[src/verilog/eis_pkg.sv]
package eis_pkg;

	// Register offsets on the host port
	localparam logic [7:0] EIS_OFS_STATUS0      = 8'h63;
	localparam logic [7:0] EIS_OFS_ENABLE0      = 8'h64;
	localparam logic [7:0] EIS_OFS_PEEK0        = 8'h76;
	localparam logic [7:0] EIS_OFS_ENABLE1      = 8'h7D;
	localparam logic [7:0] EIS_OFS_PEEK1        = 8'h7E;
	localparam logic [7:0] EIS_OFS_STATUS1      = 8'h7F;

	// Reset values
	localparam logic [7:0] EIS_RST_ENABLE0      = 8'h00;
	localparam logic [7:0] EIS_RST_ENABLE1      = 8'h00;
	localparam logic [7:0] EIS_RST_STATUS       = 8'h00;
	localparam logic [7:0] EIS_RDATA_UNMAPPED   = 8'h00;

	// Second-group field positions
	localparam int         EIS_BIT_WAKE         = 5;
	localparam int         EIS_BIT_LINK         = 4;
	localparam int         EIS_BIT_JABBER       = 3;
	localparam int         EIS_BIT_AN_FAIL      = 2;
	localparam int         EIS_BIT_AN_DONE      = 0;

	// Bits of the second group that hold state
	localparam logic [7:0] EIS_GRP1_MASK        = 8'h3D;

	// Cycles from a read strobe to its data
	localparam int         EIS_RD_LATENCY       = 1;

	typedef enum logic [1:0]
	{
		EIS_ACC_NONE,
		EIS_ACC_READ,
		EIS_ACC_WRITE
	} eis_acc_type;

endpackage
[src/verilog/eis_irq_status.sv]
//Contract
//RQ1: Eight-bit first-group enable, one bit per source, one enables.
//RQ2: First-group enable at 0x64, fully read/write, resets to zero.
//RQ3: Reading second-group clearing status returns flags, then clears them.
//RQ4: Peek copy at 0x7E reads flags without clearing them.
//RQ5: Top two bits of both second-group registers read zero, ignore writes.
//RQ6: Bit 1 of second-group status always reads zero.
//RQ7: Wake flag, bit 5, sets when link comes up; sticky.
//RQ8: Link-change flag, bit 4, sets on any link status change.
//RQ9: Jabber flag, bit 3, sets on jabber detection.
//RQ10: Auto-negotiation failed flag, bit 2, sets on failure.
//RQ11: Auto-negotiation complete flag, bit 0, sets on completion.
//RQ12: Second-group flags stay set until the group is next cleared.
//RQ13: Peek shows same flags, same positions, current state.
//RQ14: First-group enables gate first-group flags; status read clears them.
//RQ15: Second-group flags gated by separate enable register at 0x7D.
//RQ16: Interrupt asserted while any set flag is enabled.
`timescale 1ns/1ps
`default_nettype none

module eis_irq_status
	import eis_pkg::*;
(
	input  wire logic       CLK,
	input  wire logic       ARST_N,
	input  wire logic [7:0] REG_ADDR,
	input  wire logic       REG_RD,
	input  wire logic       REG_WR,
	input  wire logic [7:0] REG_WDATA,
	output logic      [7:0] REG_RDATA,
	input  wire logic [7:0] GRP0_EVT,
	input  wire logic       LINK_UP,
	input  wire logic       JABBER_EVT,
	input  wire logic       AN_FAIL_EVT,
	input  wire logic       AN_DONE_EVT,
	output logic            IRQ
);

	logic [7:0]  en0_q;
	logic [7:0]  en1_q;
	logic [7:0]  flags0_q;
	logic [7:0]  flags0_d;
	logic [7:0]  flags1_q;
	logic [7:0]  flags1_d;
	logic [7:0]  evt1;
	logic        link_prev_q;
	logic [7:0]  rdata_q;
	logic [7:0]  rdata_d;
	logic        irq_q;
	eis_acc_type acc;

	assign acc = REG_WR ? EIS_ACC_WRITE : (REG_RD ? EIS_ACC_READ : EIS_ACC_NONE);

	// Link level history gives the connect and change events
	always_ff @(posedge CLK or negedge ARST_N)
	begin
		if (!ARST_N)
			link_prev_q <= 1'b0;
		else
			link_prev_q <= LINK_UP;
	end

	always_comb
	begin
		evt1                  = 8'h00;
		evt1[EIS_BIT_WAKE]    = LINK_UP & ~link_prev_q;   // [RQ7]
		evt1[EIS_BIT_LINK]    = LINK_UP ^ link_prev_q;    // [RQ8]
		evt1[EIS_BIT_JABBER]  = JABBER_EVT;               // [RQ9]
		evt1[EIS_BIT_AN_FAIL] = AN_FAIL_EVT;              // [RQ10]
		evt1[EIS_BIT_AN_DONE] = AN_DONE_EVT;              // [RQ11]
	end

	// Enables; writes to other offsets leave them alone
	always_ff @(posedge CLK or negedge ARST_N)
	begin
		if (!ARST_N)
			en0_q <= EIS_RST_ENABLE0;                    // [RQ2]
		else if (acc == EIS_ACC_WRITE && REG_ADDR == EIS_OFS_ENABLE0)
			en0_q <= REG_WDATA;                          // [RQ1]
	end

	always_ff @(posedge CLK or negedge ARST_N)
	begin
		if (!ARST_N)
			en1_q <= EIS_RST_ENABLE1;
		else if (acc == EIS_ACC_WRITE && REG_ADDR == EIS_OFS_ENABLE1)
			en1_q <= REG_WDATA & EIS_GRP1_MASK;          // [RQ15]
	end

	// A new event in the clearing cycle survives: set beats clear
	always_comb
	begin
		flags0_d = flags0_q | GRP0_EVT;
		if (acc == EIS_ACC_READ && REG_ADDR == EIS_OFS_STATUS0)
			flags0_d = GRP0_EVT;                         // [RQ14]
	end

	always_comb
	begin
		flags1_d = (flags1_q | evt1) & EIS_GRP1_MASK;    // [RQ12] [RQ6]
		if (acc == EIS_ACC_READ && REG_ADDR == EIS_OFS_STATUS1)
			flags1_d = evt1 & EIS_GRP1_MASK;             // [RQ3]
	end

	always_ff @(posedge CLK or negedge ARST_N)
	begin
		if (!ARST_N)
			flags0_q <= EIS_RST_STATUS;
		else
			flags0_q <= flags0_d;
	end

	always_ff @(posedge CLK or negedge ARST_N)
	begin
		if (!ARST_N)
			flags1_q <= EIS_RST_STATUS;
		else
			flags1_q <= flags1_d;
	end

	// Read data is the value before any clear takes effect
	always_comb
	begin
		rdata_d = EIS_RDATA_UNMAPPED;
		case (REG_ADDR)
			EIS_OFS_STATUS0: rdata_d = flags0_q;
			EIS_OFS_PEEK0:   rdata_d = flags0_q;
			EIS_OFS_ENABLE0: rdata_d = en0_q;            // [RQ2]
			EIS_OFS_ENABLE1: rdata_d = en1_q;
			EIS_OFS_STATUS1: rdata_d = flags1_q & EIS_GRP1_MASK;  // [RQ3] [RQ5]
			EIS_OFS_PEEK1:   rdata_d = flags1_q & EIS_GRP1_MASK;  // [RQ4] [RQ13]
			default:         rdata_d = EIS_RDATA_UNMAPPED;
		endcase
	end

	// Data holds between reads so a slow host may sample late
	always_ff @(posedge CLK or negedge ARST_N)
	begin
		if (!ARST_N)
			rdata_q <= EIS_RDATA_UNMAPPED;
		else if (acc == EIS_ACC_READ)
			rdata_q <= rdata_d;
	end

	// Registered so the pin never glitches on decode hazards
	always_ff @(posedge CLK or negedge ARST_N)
	begin
		if (!ARST_N)
			irq_q <= 1'b0;
		else
			irq_q <= |(flags0_q & en0_q) | |(flags1_q & en1_q);  // [RQ16] [RQ14] [RQ15]
	end

	assign REG_RDATA = rdata_q;
	assign IRQ       = irq_q;
endmodule

`default_nettype wire

[config.mk]
export PLATFORM = sky130hd
export DESIGN_NAME = eis_irq_status
export DESIGN_NICKNAME = d
export VERILOG_FILES = /design/src/verilog/eis_pkg.sv /design/src/verilog/eis_irq_status.sv
export SDC_FILE = /design/constraint.sdc
export NUM_CORES = 1
export LEC_CHECK = 0
export BUFFER_PORTS_ARGS = -buffer_cell sky130_fd_sc_hd__buf_2
export CAP_MARGIN = 20
export CORE_ASPECT_RATIO = 1.25
export CORE_MARGIN = 2
export CORE_UTILIZATION = 56
export CTS_CLUSTER_SIZE = 14
export DETAILED_ROUTE_END_ITERATION = 10
export HOLD_SLACK_MARGIN = 0.15
export PLACE_DENSITY = 0.9
export SLEW_MARGIN = 20
export SYNTH_ARGS = -nofsm -noshare
export SYNTH_HDL_FRONTEND = slang
export SYNTH_SLANG_ARGS = --single-unit
[constraint.sdc]
create_clock -name CLK -period 2.5 [get_ports CLK]
set_input_delay 0.5 -clock CLK [delete_from_list [all_inputs] [get_ports CLK]]
set_output_delay 0.5 -clock CLK [all_outputs]
set_load 0.02 [all_outputs]
=== After elaboration in Yosys (flattened, before gate mapping) ===
Cells that the tools add are included.

* Flip-flop bits (word level): 37
* Latch bits: 0
* RAM bits: 0
* Memory bits (read-only): 0
* Logic and storage cells: 36
* Memories kept: 0

* Add/sub/neg operators: 0
* Multiply operators: 0
* Divide/modulo/power cells: 0
* Magnitude comparators: 0
* Equality and inequality tests: 8
* Shift operators: 0
* Mux-type cells: 5
* Bitwise operators: 8
* Reductions and logical operators: 8

{| class="wikitable"
|+ Operator list
! cell !! count
|-
| 8-bit by 7-bit == test with 1-bit output, second input constant || 6
|-
| 8-bit one-hot mux with 4 select lines || 1
|-
| 8-bit OR reduction || 2
|-
| 8-bit AND || 1
|-
| 8-bit 2-to-1 mux || 1
|-
| 8-bit bitwise OR || 1
|-
| 6-bit AND || 1
|-
| 6-bit 2-to-1 mux || 1
|-
| 6-bit bitwise OR || 1
|-
| 1-bit logical AND || 4
|-
| 2-bit OR reduction || 2
|-
| 2-bit by 1-bit == test with 1-bit output, second input constant || 1
|-
| 2-bit == test, second input constant || 1
|-
| 2-bit 2-to-1 mux || 1
|-
| 1-bit AND || 1
|-
| 1-bit 2-to-1 mux || 1
|-
| 1-bit NOT || 1
|-
| 1-bit bitwise OR || 1
|-
| 1-bit bitwise XOR || 1
|}

=== Logic depth before layout (Yosys ltp) ===
* Word-level depth: 5
* Mapped depth: 6
* Gate-level depth less buffers: 4

=== Least setup slack after synthesis ===
OpenSTA, ideal clock, no wires.

* Path kind: input port to flip-flop
* From: input REG_ADDR[7]
* To: register en0_q[0]
* Setup time: 0.125 ns
* Arrival: 1.755 ns
* Required time: 2.375 ns
* Path slack: 0.620 ns
* Cell stages on the path: 4
* Cells stage by stage: nand4bb_4 -> or2_4 -> nor4_4 -> mux2_2

* Cells in the longest elaborated chain, start to end: 2

{| class="wikitable"
|+ Ends and longest elaborated chain
! item !! line !! text
|-
| start, declared || eis_irq_status.sv:26 || <nowiki>input wire logic [7:0] REG_ADDR,</nowiki>
|-
| 8-bit by 7-bit == test with 1-bit output || eis_irq_status.sv:78 || <nowiki>else if (acc == EIS_ACC_WRITE && REG_ADDR == EIS_OFS_ENABLE0)</nowiki>
|-
| 1-bit logical AND || eis_irq_status.sv:78 ||
|-
| end signal, assigned || eis_irq_status.sv:77 || <nowiki>en0_q <= EIS_RST_ENABLE0;</nowiki>
|-
| end signal, assigned || eis_irq_status.sv:79 || <nowiki>en0_q <= REG_WDATA;</nowiki>
|-
| end, declared || eis_irq_status.sv:39 || <nowiki>logic [7:0] en0_q;</nowiki>
|}

Every way passes these cells.
A chain may end at the register's enable or synchronous reset.

=== Worst setup path after layout ===
* From: input REG_ADDR[7]
* To: register en0_q[3]

Same word-level chain as after synthesis.

==> metrics <==
final-report setup violation count=0; CP arrival=2.07 ns; synthesized area=1630 um^2; Die Y=64.3 um; synthesized area per cell=12.6 um^2; Starting Density=0.595; GRT overflow=0; fin crit period=1.85 ns; Power per Cell Area=580 nW/um^2; DR pass1 iterations=6; post-route ant nets=0; Slew HR=0.486; largest net degree at the start of global routing=37; H-tree levels=2; Syn. warnings=0; Post-Syn Nets=162; Seq/Total Area, Yosys=0.554; Synth cell types=29; CP Class=in -> reg; setup TNS=0 ns; RSZ-0062 raised after global routing=false; most common cell after layout, fill and taps aside=buf_2; vias=1294; Avg WL per Cell=17.8 um; Worst Setup SP=REG_ADDR[7]; Layout Skew=0.00972 ns; Final nets=208; worst-margin pin slew=0.770 ns; num rows=21; share of cells above drive strength 1=0.398; most frequent cells in the layout=buf_2, dfrtp_1, mux2_2; Vias/cell=6.16; die span in x=52.2 um; area occupied by multi-input gates=686 um^2; final number of hold-violating endpoints=0; reg2reg end=IRQ; leak pwr=0.000856 uW; max_cap viols=0; clk slew on worst S/H paths=0.10 ns; vias in the first global route=1324; Final Power=1110 uW; clk sinks=36; crit end category=flip-flop; ant diodes=0; gr usage total=0.248; later-pin clock latency in the skew report=0.34 ns; CP endpoint=en0_q[3]; Slew Limit Fails=0; Hold WC Path Type=in -> async; Hold Buf Count CTS=0; #FFs+latches synth=36; startpoint types=input port; initial antenna violation count=0; run status=finished, final reports clean; CTS tree=built; Max Fanout on Critical Path=8; Final Wtd Congestion=0.855; drt initial violations=57; CTS max path bufs=2; fin crit share=0.740; TritonCTS Buffers=5; Setup Buffers After CTS=0; Area growth, synth to finish=18.2%; CP required=2.72 ns; Die ar.=3350 um^2; Crit Reg-Reg Startpoint=flags0_q[7]; DP Wirelength=2.71 mm; FF/Latch Area=901 um^2; r2r setup slk=1.22 ns; first-pass GRT wire length=5.92 mm; Syn Inst Count=129; # placed instances=202; fillers=219; worst reg2reg path depth=4; maximum vdd drop=0.443 mV; highest achievable clock rate=540 MHz; Post-CTS Resized=0; DRT Wirelength=3.75 mm; Buffers on Ports=40; Fin Hold WS=0.226 ns; Core ar.=2730 um^2; Post-Layout Cell Count=210; CTS root buffer=clkbuf_4; drc violations=0; IO Count=41
layout make-up:
class                      count  area share
timing repair buffer          43       0.116
sequential                    36       0.469
inverter                       3     0.00586
clock buffer                   8      0.0306
multi-input combinational     86       0.357
tap                           34      0.0221
per-layer routing:
layer  part of all wire  routed length, um  GRT usage  vias to the layer above
met3              0.079                296     0.0818                        6
li1                   -                  -          -                      582
met4              0.013                 47     0.0962                        0
met5                  0                  0          0                        -
met1               0.37               1380      0.281                      647
met2               0.54               2020      0.422                       59
sequential cells by signal, indices dropped and copies added, names as in the netlist:
name / cells
en1_q: 5
link_prev_q: 1
flags0_q: 8
IRQ: 1
flags1_q: 5
REG_RDATA: 8
en0_q: 8
worst min path at each step:
stage | from | end | slack, ns | cells past startpoint
2_1_floorplan | ARST_N | IRQ | 0.20 | 0
3_3_place_gp | REG_RDATA[7] | REG_RDATA[7] | 0.49 | 2
3_5_place_dp | REG_RDATA[1] | REG_RDATA[1] | 0.50 | 2
4_1_cts | ARST_N | REG_RDATA[5] | 0.24 | 1
5_1_grt | LINK_UP | link_prev_q | 0.27 | 1
6_report | ARST_N | en0_q[6] | 0.23 | 1
worst max-delay path: stages:
cell and delay [ns]:
buf_2 0.12, nand4bb_4 0.25, or2_4 0.26, nor4_4 0.54
mux2_2 0.41
cell usage after synthesis:
library cell | count | share of area
a21bo_2 | 1 | 0.0062
nand2_1 | 7 | 0.016
nand4bb_4 | 1 | 0.017
a221oi_1 | 10 | 0.054
or3b_1 | 1 | 0.0054
nand2b_1 | 1 | 0.0038
ha_1 | 1 | 0.0077
inv_1 | 3 | 0.0069
clkbuf_8 | 1 | 0.0085
a21oi_1 | 5 | 0.015
or2_4 | 1 | 0.0054
a222oi_1 | 1 | 0.0062
nand3b_1 | 1 | 0.0046
buf_2 | 3 | 0.0092
dfrtp_1 | 36 | 0.55
a211oi_2 | 1 | 0.0077
nor2b_1 | 2 | 0.0077
a22o_1 | 6 | 0.032
and4_1 | 1 | 0.0054
a22oi_1 | 2 | 0.0092
nor4_2 | 1 | 0.0077
nor4_4 | 1 | 0.013
nand4_1 | 2 | 0.0077
nand3_1 | 2 | 0.0062
mux2_2 | 13 | 0.090
or3_2 | 1 | 0.0046
nor2_1 | 11 | 0.025
a21o_1 | 12 | 0.055
nor3b_2 | 1 | 0.0077
cell families after synthesis:
group | synth area share
simple gates | 0.138
fa+ha+maj | 0.00769
mux | 0.0900
compound gates | 0.186
flops | 0.554
buf+inv | 0.0246
per-stage QoR:
| step | util | instance area (um^2) | worst slack (ns) |
|---|---|---|---|
| 4_1_cts | 0.703 | 1920 | 0.658 |
| 3_3_place_gp | 0.682 | 1860 | 0.372 |
| 3_5_place_dp | 0.682 | 1860 | 0.293 |
| 6_report | 0.703 | 1920 | 0.649 |
| 5_1_grt | 0.703 | 1920 | 0.597 |
| 2_1_floorplan | - | 1630 | 0.620 |
where the power goes:
group          total (uW)  internal [uW]  switching, uW
clock network         316            139            178
registers             631            613           17.6
logic                 168           70.1           97.5
Power figures use the tool's default switching activity.
